File: src/crs_map.svh
// Purpose: constants of the cpu core register set
// Assumes: included by crs_core_regs.sv only
// Notes: offsets, field positions, reset values and stack steps
`ifndef CRS_MAP_SVH
`define CRS_MAP_SVH
`define CRS_FLAGS_ADDR 8'hf7
`define CRS_F_GIE 0
`define CRS_F_ZERO 1
`define CRS_F_CARRY 2
`define CRS_F_SUPER 3
`define CRS_F_BANK 4
`define CRS_F_USER_MASK 8'h17
`define CRS_FLAGS_RST 8'h02
`define CRS_REG_RST 8'h00
`define CRS_PC_RST 16'h0000
`define CRS_SP_PUSH 8'h01
`define CRS_SP_CALL 8'h02
`define CRS_SP_RET 8'h02
`define CRS_SP_INT_RET 8'h03
`endif

File: src/crs_pkg.sv
// Purpose: types of the cpu core register set
// Assumes: used with crs_map.svh
// Notes: the sequencer hands one retired instruction per request
package crs_pkg;
    typedef enum logic [1:0] {
        CRS_SRC_NONE = 2'b00,
        CRS_SRC_IMM = 2'b01,
        CRS_SRC_DIR = 2'b10,
        CRS_SRC_IDX = 2'b11
    } crs_src_mode_t;
    typedef enum logic [1:0] {
        CRS_DST_A = 2'b00,
        CRS_DST_X = 2'b01,
        CRS_DST_F = 2'b10,
        CRS_DST_SP = 2'b11
    } crs_dst_t;
    typedef enum logic [3:0] {
        CRS_OP_MOV = 4'h0,
        CRS_OP_ADD = 4'h1,
        CRS_OP_ADC = 4'h2,
        CRS_OP_SUB = 4'h3,
        CRS_OP_AND = 4'h4,
        CRS_OP_OR = 4'h5,
        CRS_OP_XOR = 4'h6,
        CRS_OP_SHL = 4'h7,
        CRS_OP_PUSH = 4'h8,
        CRS_OP_POP = 4'h9,
        CRS_OP_CALL = 4'ha,
        CRS_OP_LONG_CALL = 4'hb,
        CRS_OP_RET = 4'hc,
        CRS_OP_INT_RET = 4'hd,
        CRS_OP_SWAP = 4'he,
        CRS_OP_JUMP = 4'hf
    } crs_op_t;
    typedef struct packed {
        crs_op_t op;
        crs_src_mode_t mode;
        crs_dst_t dst;
        logic reg_space;
        logic [7:0] operand;
        logic [1:0] len;
        logic [15:0] target;
    } crs_instr_t;
    typedef enum logic [0:0] {
        CRS_ST_IDLE = 1'b0,
        CRS_ST_WAIT = 1'b1
    } crs_state_t;
endpackage

File: src/crs_core_regs.sv
// Purpose: cpu core registers and source operand address forming
// Assumes: sequencer and memories run on core_clk_i
// Notes: memory data is taken in the same cycle that mem_rd_o is high
`timescale 1ns/100ps
`include "crs_map.svh"
module crs_core_regs (
    input wire logic core_clk_i,
    input wire logic rst_n_i,
    input wire logic exec_valid_i,
    input wire crs_pkg::crs_instr_t exec_i,
    input wire logic super_i,
    input wire logic [7:0] mem_rdata_i,
    input wire logic reg_rd_i,
    input wire logic [7:0] reg_addr_i,
    output logic busy_o,
    output logic done_o,
    output logic mem_rd_o,
    output logic mem_reg_space_o,
    output logic [7:0] mem_addr_o,
    output logic reg_rvalid_o,
    output logic [7:0] reg_rdata_o,
    output logic [7:0] acc_o,
    output logic [7:0] idx_o,
    output logic [7:0] sp_o,
    output logic [15:0] pc_o,
    output logic [7:0] flags_o,
    output logic gie_o,
    output logic bank_o
);
    crs_pkg::crs_state_t state_q;
    crs_pkg::crs_instr_t instr_q;
    logic [7:0] acc_q;
    logic [7:0] idx_q;
    logic [7:0] sp_q;
    logic [15:0] pc_q;
    logic [7:0] flags_q;
    logic do_exec;
    crs_pkg::crs_instr_t cur;
    logic [7:0] src;
    logic [7:0] lhs;
    logic [8:0] res;
    logic is_alu;
    logic is_logic;

    // an instruction retires now, either immediate or after its memory read
    assign cur = (state_q == crs_pkg::CRS_ST_WAIT) ? instr_q : exec_i;
    assign do_exec = (state_q == crs_pkg::CRS_ST_WAIT) ||
                     (exec_valid_i && exec_i.mode != crs_pkg::CRS_SRC_DIR &&
                      exec_i.mode != crs_pkg::CRS_SRC_IDX);
    assign src = (state_q == crs_pkg::CRS_ST_WAIT) ? mem_rdata_i : exec_i.operand;
    assign lhs = (cur.dst == crs_pkg::CRS_DST_X) ? idx_q :
                 (cur.dst == crs_pkg::CRS_DST_F) ? flags_q :
                 (cur.dst == crs_pkg::CRS_DST_SP) ? sp_q : acc_q;
    assign is_logic = cur.op == crs_pkg::CRS_OP_AND || cur.op == crs_pkg::CRS_OP_OR ||
                      cur.op == crs_pkg::CRS_OP_XOR;
    assign is_alu = is_logic || cur.op == crs_pkg::CRS_OP_ADD || cur.op == crs_pkg::CRS_OP_ADC ||
                    cur.op == crs_pkg::CRS_OP_SUB || cur.op == crs_pkg::CRS_OP_SHL;

    always_comb begin
        unique case (cur.op)
            crs_pkg::CRS_OP_ADD: res = {1'b0, lhs} + {1'b0, src};
            crs_pkg::CRS_OP_ADC: res = {1'b0, lhs} + {1'b0, src} + {8'h00, flags_q[`CRS_F_CARRY]};
            crs_pkg::CRS_OP_SUB: res = {1'b0, lhs} - {1'b0, src};
            crs_pkg::CRS_OP_AND: res = {1'b0, lhs & src};
            crs_pkg::CRS_OP_OR: res = {1'b0, lhs | src};
            crs_pkg::CRS_OP_XOR: res = {1'b0, lhs ^ src};
            crs_pkg::CRS_OP_SHL: res = {src, 1'b0};
            default: res = {1'b0, src};
        endcase
    end

    // sequencer: direct and indexed sources stall one cycle for the read
    always_ff @(posedge core_clk_i or negedge rst_n_i) begin
        if (!rst_n_i) begin
            state_q <= crs_pkg::CRS_ST_IDLE;
            instr_q <= '0;
        end else begin
            unique case (state_q)
                crs_pkg::CRS_ST_IDLE: begin
                    if (exec_valid_i && !do_exec) begin
                        state_q <= crs_pkg::CRS_ST_WAIT;
                        instr_q <= exec_i;
                    end
                end
                crs_pkg::CRS_ST_WAIT: state_q <= crs_pkg::CRS_ST_IDLE;
            endcase
        end
    end

    // source address forming; requests during WAIT are ignored
    always_ff @(posedge core_clk_i or negedge rst_n_i) begin
        if (!rst_n_i) begin
            mem_rd_o <= 1'b0;
            mem_addr_o <= `CRS_REG_RST;
            mem_reg_space_o <= 1'b0;
        end else begin
            mem_rd_o <= (state_q == crs_pkg::CRS_ST_IDLE) && exec_valid_i && !do_exec;
            if ((state_q == crs_pkg::CRS_ST_IDLE) && exec_valid_i && !do_exec) begin
                mem_reg_space_o <= exec_i.reg_space;
                if (exec_i.mode == crs_pkg::CRS_SRC_IDX) begin
                    mem_addr_o <= exec_i.operand + idx_q;
                end else begin
                    mem_addr_o <= exec_i.operand;
                end
            end
        end
    end

    always_ff @(posedge core_clk_i or negedge rst_n_i) begin
        if (!rst_n_i) begin
            busy_o <= 1'b0;
            done_o <= 1'b0;
        end else begin
            busy_o <= (state_q == crs_pkg::CRS_ST_IDLE) && exec_valid_i && !do_exec;
            done_o <= do_exec;
        end
    end

    // accumulator
    always_ff @(posedge core_clk_i or negedge rst_n_i) begin
        if (!rst_n_i) begin
            acc_q <= `CRS_REG_RST;
        end else if (do_exec && cur.dst == crs_pkg::CRS_DST_A) begin
            if (is_alu || cur.op == crs_pkg::CRS_OP_MOV || cur.op == crs_pkg::CRS_OP_POP) begin
                acc_q <= res[7:0];
            end
        end else if (do_exec && cur.op == crs_pkg::CRS_OP_SWAP) begin
            acc_q <= lhs;
        end
    end

    // index register
    always_ff @(posedge core_clk_i or negedge rst_n_i) begin
        if (!rst_n_i) begin
            idx_q <= `CRS_REG_RST;
        end else if (do_exec && cur.dst == crs_pkg::CRS_DST_X) begin
            if (cur.op == crs_pkg::CRS_OP_SWAP) begin
                idx_q <= acc_q;
            end else if (is_alu || cur.op == crs_pkg::CRS_OP_MOV || cur.op == crs_pkg::CRS_OP_POP) begin
                idx_q <= res[7:0];
            end
        end
    end

    // stack pointer always names the top of the stack
    always_ff @(posedge core_clk_i or negedge rst_n_i) begin
        if (!rst_n_i) begin
            sp_q <= `CRS_REG_RST;
        end else if (do_exec) begin
            unique case (cur.op)
                crs_pkg::CRS_OP_PUSH: sp_q <= sp_q + `CRS_SP_PUSH;
                crs_pkg::CRS_OP_POP: sp_q <= sp_q - `CRS_SP_PUSH;
                crs_pkg::CRS_OP_CALL,
                crs_pkg::CRS_OP_LONG_CALL: sp_q <= sp_q + `CRS_SP_CALL;
                crs_pkg::CRS_OP_RET: sp_q <= sp_q - `CRS_SP_RET;
                crs_pkg::CRS_OP_INT_RET: sp_q <= sp_q - `CRS_SP_INT_RET;
                crs_pkg::CRS_OP_SWAP: begin
                    if (cur.dst == crs_pkg::CRS_DST_SP) begin
                        sp_q <= acc_q;
                    end
                end
                crs_pkg::CRS_OP_ADD,
                crs_pkg::CRS_OP_MOV: begin
                    if (cur.dst == crs_pkg::CRS_DST_SP) begin
                        sp_q <= res[7:0];
                    end
                end
                default: sp_q <= sp_q;
            endcase
        end
    end

    // program counter, full sixteen bits even though code space is smaller
    always_ff @(posedge core_clk_i or negedge rst_n_i) begin
        if (!rst_n_i) begin
            pc_q <= `CRS_PC_RST;
        end else if (do_exec) begin
            if (cur.op == crs_pkg::CRS_OP_CALL || cur.op == crs_pkg::CRS_OP_LONG_CALL ||
                cur.op == crs_pkg::CRS_OP_RET || cur.op == crs_pkg::CRS_OP_INT_RET ||
                cur.op == crs_pkg::CRS_OP_JUMP) begin
                pc_q <= cur.target;
            end else begin
                pc_q <= pc_q + {14'h0000, cur.len};
            end
        end
    end

    // flags: supervisory bit always follows hardware, user writes cannot touch it
    always_ff @(posedge core_clk_i or negedge rst_n_i) begin
        if (!rst_n_i) begin
            flags_q <= `CRS_FLAGS_RST;
        end else begin
            flags_q[`CRS_F_SUPER] <= super_i;
            if (do_exec && cur.dst == crs_pkg::CRS_DST_F) begin
                if (is_logic) begin
                    flags_q[`CRS_F_BANK] <= res[`CRS_F_BANK];
                    flags_q[`CRS_F_CARRY] <= res[`CRS_F_CARRY];
                    flags_q[`CRS_F_ZERO] <= res[`CRS_F_ZERO];
                    flags_q[`CRS_F_GIE] <= res[`CRS_F_GIE];
                end
            end else if (do_exec && is_alu && cur.dst != crs_pkg::CRS_DST_SP) begin
                flags_q[`CRS_F_CARRY] <= res[8];
                flags_q[`CRS_F_ZERO] <= (res[7:0] == 8'h00);
            end
            flags_q[7:5] <= 3'h0;
        end
    end

    // only the flags answer in register space, and only at their one address
    always_ff @(posedge core_clk_i or negedge rst_n_i) begin
        if (!rst_n_i) begin
            reg_rvalid_o <= 1'b0;
            reg_rdata_o <= `CRS_REG_RST;
        end else begin
            reg_rvalid_o <= reg_rd_i && (reg_addr_i == `CRS_FLAGS_ADDR);
            reg_rdata_o <= (reg_rd_i && reg_addr_i == `CRS_FLAGS_ADDR) ? flags_q : 8'h00;
        end
    end

    assign acc_o = acc_q;
    assign idx_o = idx_q;
    assign sp_o = sp_q;
    assign pc_o = pc_q;
    assign flags_o = flags_q;
    assign gie_o = flags_q[`CRS_F_GIE];
    assign bank_o = flags_q[`CRS_F_BANK];
endmodule

File: config.mk
export PLATFORM = sky130hd
export DESIGN_NAME = crs_core_regs
export DESIGN_NICKNAME = d
export VERILOG_FILES = /design/src/crs_pkg.sv /design/src/crs_core_regs.sv
export VERILOG_INCLUDE_DIRS = /design/src
export SDC_FILE = /design/constraint.sdc
export NUM_CORES = 1
export LEC_CHECK = 0
export BUFFER_PORTS_ARGS = -buffer_cell sky130_fd_sc_hd__buf_2
export CORE_UTILIZATION = 30
export DETAILED_ROUTE_END_ITERATION = 7
export HOLD_SLACK_MARGIN = 0.06
export PLACE_DENSITY = 0.5
export SYNTH_ARGS = -nofsm -noshare
export SYNTH_HDL_FRONTEND = slang
export SYNTH_SLANG_ARGS = --single-unit
File: constraint.sdc
create_clock -name core_clk_i -period 11.7 [get_ports core_clk_i]
set_clock_uncertainty 0.05 [all_clocks]
set_input_delay 2.34 -clock core_clk_i [delete_from_list [all_inputs] [get_ports core_clk_i]]
set_output_delay 2.34 -clock core_clk_i [all_outputs]
set_load 0.05 [all_outputs]
==> results of run 1 <==
path summary, 6_finish.rpt:
check                      cells past startpoint       endpoint  slack (ns)          start
max                                           16        sp_o[5]        5.79     exec_i[27]
min                                            2  mem_addr_o[0]        0.43  mem_addr_o[0]
max reg2reg                                   16        sp_o[5]        6.74        state_q
min reg2reg                                    2  mem_addr_o[0]        0.43  mem_addr_o[0]
max in group asynchronous                      2        state_q        8.52        rst_n_i
min in group asynchronous                      1     instr_q[0]        1.86        rst_n_i
cell usage in the layout, fill, tap and decap left out, types with 5 or more instances in the layout:
cell and n:
o21ai_0 36, xor2_1 5, o211ai_1 7, xnor2_1 24, ha_1 47, o221ai_1 5
nand3_1 16, clkbuf_16 9, buf_2 119, nor2_1 58, nand2b_1 5, nor3_1 11
o22ai_1 10, o21bai_1 7, inv_1 51, nand4_1 6, nand2_1 57, o21a_1 12
dfrtp_1 85, o21ai_1 9, mux2_2 41, a211oi_1 10, a21oi_1 69, fa_1 6
o22a_1 7, mux2i_1 35, conb_1 6, buf_4 11, and2_1 6, a22o_1 6
a21o_1 8, nor2b_1 10, a221oi_1 6, a22oi_1 5, a32oi_1 6
cell usage after synthesis, types with 8 or more instances:
cell	number	area, µm²
dfrtp_1	86	2150
a21oi_1	69	345
nor2_1	58	218
nand2_1	57	214
inv_1	51	191
ha_1	47	588
mux2_2	41	462
mux2i_1	36	360
o21ai_0	36	180
xnor2_1	24	210
buf_2	21	105
nand3_1	16	80.1
buf_4	12	90.1
o21a_1	12	90.1
clkbuf_1	11	41.3
nor3_1	11	55.1
a211oi_1	10	75.1
nor2b_1	10	62.6
o22ai_1	10	62.6
o21ai_1	9	45.0
a21o_1	8	60.1
power by group through the flow:
stage / Combinational (mW) / Sequential (mW) / Clock, mW
final: 1.22 / 0.523 / 0.327
after global placement: 1.22 / 0.529 / 0
after floorplan: 0.684 / 0.760 / 0
after global routing: 1.32 / 0.541 / 0.347
after detailed placement: 1.22 / 0.529 / 0
after CTS: 1.22 / 0.524 / 0.335
critical path: cells and delay by family:
kind	cells	cell delay (ns)
compound gates	5	1.40
mux	3	0.52
simple gates	3	0.51
fa+ha+maj	2	0.77
buf+inv	3	0.53
logic make-up after synthesis:
| group | after synthesis |
|---|---|
| xor+xnor | 30 |
| flops | 87 |
| buf+inv | 106 |
| fa+ha+maj | 53 |
| mux | 83 |
| simple gates | 209 |
| other cells | 1 |
| compound gates | 252 |
state kept, by name, indices dropped and copies added (netlist names):
signal / count
idx_o: 8
mem_reg_space_o: 1
busy_o: 1
pc_o: 16
reg_rvalid_o: 1
state_q: 1
flags_o: 5
done_o: 1
mem_addr_o: 8
sp_o: 8
reg_rdata_o: 5
acc_o: 8
instr_q: 24
layout make-up:
type                       instances  area, µm²
clock buffer                      12        256
inverter                          53        199
timing repair buffer             130        678
multi-input combinational        633       4760
tap                              324        405
sequential                        87       2180
clock inverter                     4       76.3
fill                            2553      15800
per-layer routing:
layer | share of wire [%] | wire length (µm) | track usage, %
met5 | 0 | 0 | 0
met2 | 47 | 11300 | 31.1
met3 | 5.3 | 1280 | 3.33
met4 | 2.7 | 646 | 6.64
met1 | 45 | 11000 | 26.1
==> metrics.yaml, run 1 <==
place:
  postPlaceCellArea_um2: 8230
  dp_hpwl_um: 18300
  io_buffers: 120
  place_ws_ns: 5.49
  dp_cells: 1227
  gp_congestion: 0.939
power_and_ir_drop:
  vdd_ir_drop_max_mv: 0.130
  finalPower_mw: 2.07
  power.leakage_nw: 3.78
  p_comb_share_pct: 59.0
  power_density_nw_per_um2: 242
  internal_power_mw: 1.01
  power_frac_clock_pct: 15.7
  p_switching_mw: 1.07
  pwr-share-seq_pct: 25.2
  switching_share_pct: 51.4
clock_network:
  worstSkewPairLatency_ns: 0.35
  cts_buffer_depth: 2
  clk_pin_slew_ns: 0.06
  hold_buffers: 0
  cts_tree: "built"
  cts-resized-gates: 0
  post-cts-setup-buffers: 0
  ctsHtreeMaxLevel: 3
  root_buffer: "clkbuf_16"
  cts_inserted_buffers: 9
  clock_sinks: 87
floorplan:
  fp.dieH_um: 159
  initial_core_util_pct: 30.6
  die_w_um: 159
  io_pins: 127
  die_area_um2: 25400
  rows: 57
  core_um2: 24300
synthesis:
  synth.area.mux_share_pct: 12.3
  synth_compound_area_share_pct: 23.9
  synth_seq_cells: 87
  syn_area_per_cell_um2: 9.06
  ys.flop_type: "dfrtp_1"
  yosysWarnings: 0
  synthAdderAreaFrac_pct: 9.52
  async_reset_ff_share_pct: 100
  synth_edf_count: 0
  synth_xor_area_share_pct: 3.63
  yosys.area_share.simple_pct: 14.3
  seq_area_frac_synth_pct: 29.3
  synth_cell_types: 92
  synth_cells: 821
  netlist_area_um2: 7440
  synth_top_family_by_area: "compound AO/OA/AOI/OAI gates"
sta:
  slew_viol_final: 0
  period_share_pct: 50.5
  period_needed_ns: 5.91
  max-slew-margin-rel_pct: 34.6
  fin_tns_setup_ns: 0
  fmax_mhz: 169
  worst_pin_slew_ns: 0.978
  fin_ws_ns: 5.79
  hold_violations: 0
  rsz0062_at_grt: "no"
  setup_violations: 0
  hold_slack_ns: 0.430
setup_path:
  critPathMostFrequentCell: "a21oi_1"
  startpoint_type: "input pin"
  crit_path_max_fanout: 26
  crit_required_ns: 11.89
  cp_cell_sequence: "buf_2 -> mux2i_2 -> buf_4 -> mux2i_1 -> a21oi_1 -> ha_1 -> inv_1 -> fa_1 -> nand2b_1 -> a21oi_1 -> o21a_1 -> nand3_1 -> nor3b_1 -> o32ai_2 -> o2111ai_1 -> mux2_2"
  max_stage_delay_ns: 0.47
  worstSetupEndpointType: "flop"
  crit_type: "in -> reg"
  crit_slowest_cell: "fa_1"
  arrival_ns: 6.10
finish:
  area_growth_pct: 15.0
  fin_util_pct: 35.2
  drive_gt1_share_pct: 24.7
  fin_cells: 1243
  nets: 1023
  antenna_cells: 0
  fin_area_um2: 8560
grt:
  grt_pass1_wl_um: 38000
  grtUsageTotal_pct: 19.3
  grt_pass1_vias: 6418
  grt-ovfl-total: 0
  grt_max_degree: 63
  antenna_found_initial: 0
drt:
  route.vias.total: 6617
  ant_nets: 0
  drc: 0
  drt_iter0_drc: 478
  wl_per_cell_um: 19.5
  via_per_inst: 5.32
  wirelength_um: 24300
  first_pass_iters: 5
run:
  maxCapViolCount: 0
run_status:
  outcome: "finished clean"
worst_hold_path:
  hp-class: "reg -> reg"
No activity file was read; power rests on OpenSTA's default activity.
==> run 2, diff against run 1 <==
- PLACE_DENSITY: 0.5 -> 0.52
- clock period: 11.7 -> 4.8 ns (I/O delays scaled with it)
==> metrics.yaml, run 2 (synthesis gave the netlist of run 1 again) <==
setup_path:
  worstSetupEndpointType: "flop"
  crit_slowest_cell: "a211oi_1"
  crit_path_max_fanout: 11  # -58%
  critPathMostFrequentCell: "buf_4"
  cp_cell_sequence: "buf_2 -> mux2i_4 -> buf_4 -> nor2_1 -> a211oi_1 -> a21oi_1 -> inv_1 -> ha_1 -> a211oi_1 -> o21ai_0 -> a21boi_1 -> buf_4 -> a22oi_1 -> o2111a_1 -> a21oi_1 -> buf_4 -> nand4b_1 -> o21ai_1"
  arrival_ns: 4.60  # -1.50 ns
  crit_required_ns: 5.04  # -6.85 ns
  crit_type: "in -> reg"
  max_stage_delay_ns: 0.48  # about the same
  startpoint_type: "input pin"
place:
  gp_congestion: 1.00  # +6.6%
  dp_hpwl_um: 19100  # +4.1%
  dp_cells: 1248  # +1.7%
  io_buffers: 120  # unchanged
clock_network:
  clock_sinks: 87  # unchanged
  worstSkewPairLatency_ns: 0.36  # about the same
  cts_tree: "built"
  hold_buffers: 0  # unchanged
  root_buffer: "clkbuf_16"
  cts_inserted_buffers: 9  # unchanged
  cts_buffer_depth: 2  # unchanged
  cts-resized-gates: 0  # unchanged
  ctsHtreeMaxLevel: 3  # unchanged
  post-cts-setup-buffers: 0  # unchanged
  clk_pin_slew_ns: 0.07  # about the same
run_status:
  outcome: "finished clean"
drt:
  first_pass_iters: 5  # unchanged
  route.vias.total: 6810  # +2.9%
  drc: 0  # unchanged
  wl_per_cell_um: 19.6  # +0.67%
  via_per_inst: 5.39  # +1.2%
  drt_iter0_drc: 526  # +10%
  wirelength_um: 24800  # +2.4%
  ant_nets: 0  # unchanged
power_and_ir_drop:
  power_density_nw_per_um2: 586  # +140%
  finalPower_mw: 5.10  # +150%
  p_comb_share_pct: 60.2  # +1.2 points
  p_switching_mw: 2.65  # +150%
  switching_share_pct: 52.0  # +0.63 points
  internal_power_mw: 2.45  # +140%
  power.leakage_nw: 3.86  # +2.2%
  power_frac_clock_pct: 14.7  # -1.0 points
  pwr-share-seq_pct: 25.1  # about the same
  vdd_ir_drop_max_mv: 0.371  # +190%
grt:
  grt_pass1_wl_um: 38300  # +0.82%
  grt_pass1_vias: 6402  # -0.25%
  antenna_found_initial: 0  # unchanged
  grt-ovfl-total: 0  # unchanged
  grtUsageTotal_pct: 19.5  # +0.12 points
  grt_max_degree: 53  # -16%
finish:
  nets: 1044  # +2.1%
  antenna_cells: 0  # unchanged
  area_growth_pct: 16.9
  layout_common_cells: "119 x buf_2, 85 x dfrtp_1, 69 x a21oi_1, 58 x nor2_1, 57 x nand2_1"
  fin_util_pct: 35.8  # +0.57 points
  largest_register: "instr_q"
  final_common_cell: "buf_2"
  largest_register_ff_count: 24  # unchanged
  nFillCells: 2480  # -2.9%
  drive_gt1_share_pct: 26.3  # +1.6 points
  fin_cells: 1264  # +1.7%
sta:
  max-slew-margin-rel_pct: 49.4  # +15 points
  period_needed_ns: 4.37
  rsz0062_at_grt: "no"
  setup_violations: 0  # unchanged
  slew_viol_final: 0  # unchanged
  worst_pin_slew_ns: 0.758  # -0.220 ns
  fin_tns_setup_ns: 0  # unchanged
  fmax_mhz: 229
  hold_violations: 0  # unchanged
  period_share_pct: 91.0
floorplan:
  die_w_um: 159  # unchanged
  core_um2: 24300  # unchanged
  rows: 57  # unchanged
  initial_core_util_pct: 30.6  # unchanged
  die_area_um2: 25400  # unchanged
  io_pins: 127  # unchanged
  fp.dieH_um: 159  # unchanged
run:
  maxCapViolCount: 0  # unchanged
worst_hold_path:
  hp-class: "reg -> reg"
-- run 2: final cells by class --
type / instances / area (µm²) / area share (%)
clock buffers: 11 / 243 / 2.79
flip-flops and latches: 87 / 2180 / 25.1
inverters: 53 / 199 / 2.29
multi-input cells: 633 / 4770 / 54.8
repair buffers: 151 / 836 / 9.61
clock inverters: 5 / 65.1 / 0.748
well taps: 324 / 405 / 4.66
-- run 2: per-stage QoR --
step / setup WS, ns / instance area, µm² / hold WS (ns)
2_1_floorplan: 0.435 / 7460 / 0.425
3_3_place_gp: 0.123 / 8390 / 0.409
3_5_place_dp: 0.168 / 8390 / 0.423
4_1_cts: 0.517 / 8700 / 0.438
5_1_grt: 0.241 / 8700 / 0.453
6_report: 0.433 / 8700 / 0.434
-- run 2: power groups by stage --
stage,Combinational (mW),Sequential (mW),Clock [mW]
after floorplan,1.67,1.85,0
after global placement,3.04,1.29,0
after detailed placement,3.05,1.29,0
after CTS,3.06,1.28,0.770
after global routing,3.31,1.32,0.794
final,3.07,1.28,0.747
-- run 2: layer usage --
metal | GRT usage, % | share of wire [%] | vias up | wire length (µm)
met4 | 6.25 | 2.5 | 0 | 631
met5 | 0 | 0 | - | 0
met2 | 31.0 | 46 | 241 | 11400
met3 | 3.65 | 5.6 | 36 | 1390
met1 | 26.4 | 46 | 3317 | 11400
li1 | - | - | 3216 | -
-- run 2: worst paths after layout --
check / startpoint / endpoint / slack [ns] / cells after the start
setup / recovery: exec_i[27] / flags_o[1] / 0.43 / 18
hold / removal: mem_addr_o[7] / mem_addr_o[7] / 0.43 / 2
setup reg to reg: state_q / flags_o[1] / 0.55 / 15
hold reg to reg: mem_addr_o[7] / mem_addr_o[7] / 0.43 / 2
max in group asynchronous: rst_n_i / acc_o[0] / 3.07 / 2
min in group asynchronous: rst_n_i / pc_o[12] / 0.61 / 1
-- run 2: critical path, delay by kind of cell --
family,cells,cell delay (ns)
compound gates,9,1.89
buf+inv,5,0.87
mux,1,0.36
fa+ha+maj,1,0.30
simple gates,2,0.21
==> run 3, diff against run 2 <==
- CORE_UTILIZATION: 30 -> 34
- PLACE_DENSITY: 0.52 -> 0.57
==> metrics.yaml, run 3 (synthesis gave the netlist of run 1 again) <==
setup_path:
  r2r-start: "state_q"
  crit_type: "in -> reg"
  crit_path_max_fanout: 26  # +15
  r2r_slack_ns: 0.74  # +0.19 ns
  startpoint_type: "input pin"
  worstSetupEndpointType: "flop"
  rr_endpoint: "sp_o[5]"
  arrival_ns: 4.39  # -0.21 ns
  crit_required_ns: 4.98  # -0.06 ns
  reg2reg_depth: 14  # -1
floorplan:
  core_um2: 21200  # -13%
  die_area_um2: 22500  # -12%
  fp.dieH_um: 150  # -6.0%
  rows: 53  # -7.0%
  io_pins: 127  # unchanged
  initial_core_util_pct: 35.1  # +4.5 points
  die_w_um: 150  # -6.0%
finish:
  multi_input_area_um2: 4760  # -0.18%
  antenna_cells: 0  # unchanged
  nFillCells: 2175  # -12%
  final_common_cell: "buf_2"
  largest_register_ff_count: 24  # unchanged
  layout_common_cells: "119 x buf_2, 85 x dfrtp_1, 69 x a21oi_1, 58 x nor2_1, 57 x nand2_1"
  nets: 1053  # +0.86%
  largest_register: "instr_q"
  fin_util_pct: 41.1  # +5.3 points
  area_growth_pct: 17.2
  fin_area_um2: 8720  # +0.23%
  regArea_um2: 2180  # unchanged
  drive_gt1_share_pct: 27.1  # +0.80 points
  fin_cells: 1224  # -3.2%
power_and_ir_drop:
  power_density_nw_per_um2: 591  # +0.77%
  finalPower_mw: 5.15  # +1.0%
  vdd_ir_drop_max_mv: 0.376  # +1.3%
  power.leakage_nw: 3.92  # +1.5%
worst_hold_path:
  worstHoldStart: "mem_addr_o[5]"
  holdPathStages: 2  # unchanged
  hp-class: "reg -> reg"
  holdPathEnd: "mem_addr_o[5]"
clock_network:
  root_buffer: "clkbuf_16"
  cts_inserted_buffers: 9  # unchanged
  post-cts-setup-buffers: 0  # unchanged
  clock_sinks: 87  # unchanged
  cts_tree: "built"
  cts_buffer_depth: 2  # unchanged
  clk_pin_slew_ns: 0.06  # about the same
  worstSkewPairLatency_ns: 0.34  # -0.02 ns
  ctsHtreeMaxLevel: 3  # unchanged
  cts-resized-gates: 0  # unchanged
  hold_buffers: 0  # unchanged
sta:
  slew_viol_final: 0  # unchanged
  hold_violations: 0  # unchanged
  fin_ws_ns: 0.595  # +0.162 ns
  setup_violations: 0  # unchanged
  rsz0062_at_grt: "no"
  period_needed_ns: 4.21  # -0.162 ns
  worst_pin_slew_ns: 0.812  # +0.0531 ns
  hold_slack_ns: 0.424  # -0.0100 ns
  period_share_pct: 87.6  # -3.4 points
  fin_tns_setup_ns: 0  # unchanged
  max-slew-margin-rel_pct: 45.9  # -3.5 points
  fmax_mhz: 238  # +3.8%
drt:
  via_per_inst: 5.52  # +2.4%
  wirelength_um: 23700  # -4.4%
  first_pass_iters: 6  # +1
  drc: 0  # unchanged
  ant_nets: 0  # unchanged
  drt_iter0_drc: 483  # -8.2%
  wl_per_cell_um: 19.4  # -1.3%
  route.vias.total: 6756  # -0.79%
place:
  postPlaceCellArea_um2: 8400  # +0.12%
  io_buffers: 120  # unchanged
  place_ws_ns: 0.260  # +0.0921 ns
  dp_hpwl_um: 18200  # -4.5%
  gp_congestion: 0.928  # -7.3%
  dp_cells: 1208  # -3.2%
grt:
  antenna_found_initial: 0  # unchanged
  grt_pass1_vias: 6379  # -0.36%
  grt_max_degree: 60  # +13%
  grt_pass1_wl_um: 36600  # -4.4%
  grt-ovfl-total: 0  # unchanged
  grtUsageTotal_pct: 21.4  # +2.0 points
run_status:
  outcome: "finished clean"
run:
  maxCapViolCount: 0  # unchanged
==> run 3: changes by cell type in the layout (fill, tap and decap cells not counted), sizes merged <==
cell	before	now
clkinv	0	1
clkinvlp	2	1
inv	55	54
buf	151	160
clkbuf	11	12
==> run 3: worst max path at each step <==
stage                     slack [ns]         end  startpoint
after global placement          0.23     sp_o[3]  exec_i[27]
after global routing            0.30  flags_o[2]  exec_i[27]
final                           0.59     sp_o[5]  exec_i[27]
after floorplan                 0.44     sp_o[5]  exec_i[27]
after CTS                       0.62     sp_o[5]  exec_i[27]
after detailed placement        0.26     sp_o[5]  exec_i[27]
==> run 3: cell type report <==
cell class	instances	share of cell area (%)
Clock buffer	12	3.06
Clock inverter	4	0.589
Inverter	53	2.28
Multi-Input combinational cell	633	54.6
Sequential cell	87	25.0
Tap cell	275	3.95
Timing Repair Buffer	160	10.5
==> run 3: per-layer routing <==
metal  vias to the layer above  wire length [µm]  track usage [%]
li1                       3228                 -                -
met1                      3224             10500             28.8
met2                       254             10900             33.8
met3                        50              1500             3.69
met4                         0               893             8.89
met5                         -                 0                0
==> run 3: report_power, final <==
group	switching [mW]	internal, mW
clock	0.298	0.447
combinational	2.01	1.11
sequential	0.313	0.963
total	2.63	2.52
==> run 3: critical path, stage by stage <==
cell and delay [ns]:
buf_2 0.12, mux2i_2 0.21, buf_12 0.21, nor2_1 0.06
a211oi_1 0.27, a21oi_1 0.10, inv_1 0.19, ha_1 0.34
a21oi_1 0.22, o2111ai_1 0.16, buf_4 0.16, xnor2_1 0.40
nand3_1 0.12, nor3b_1 0.17, o32ai_2 0.25, o2111ai_1 0.15
mux2_2 0.27
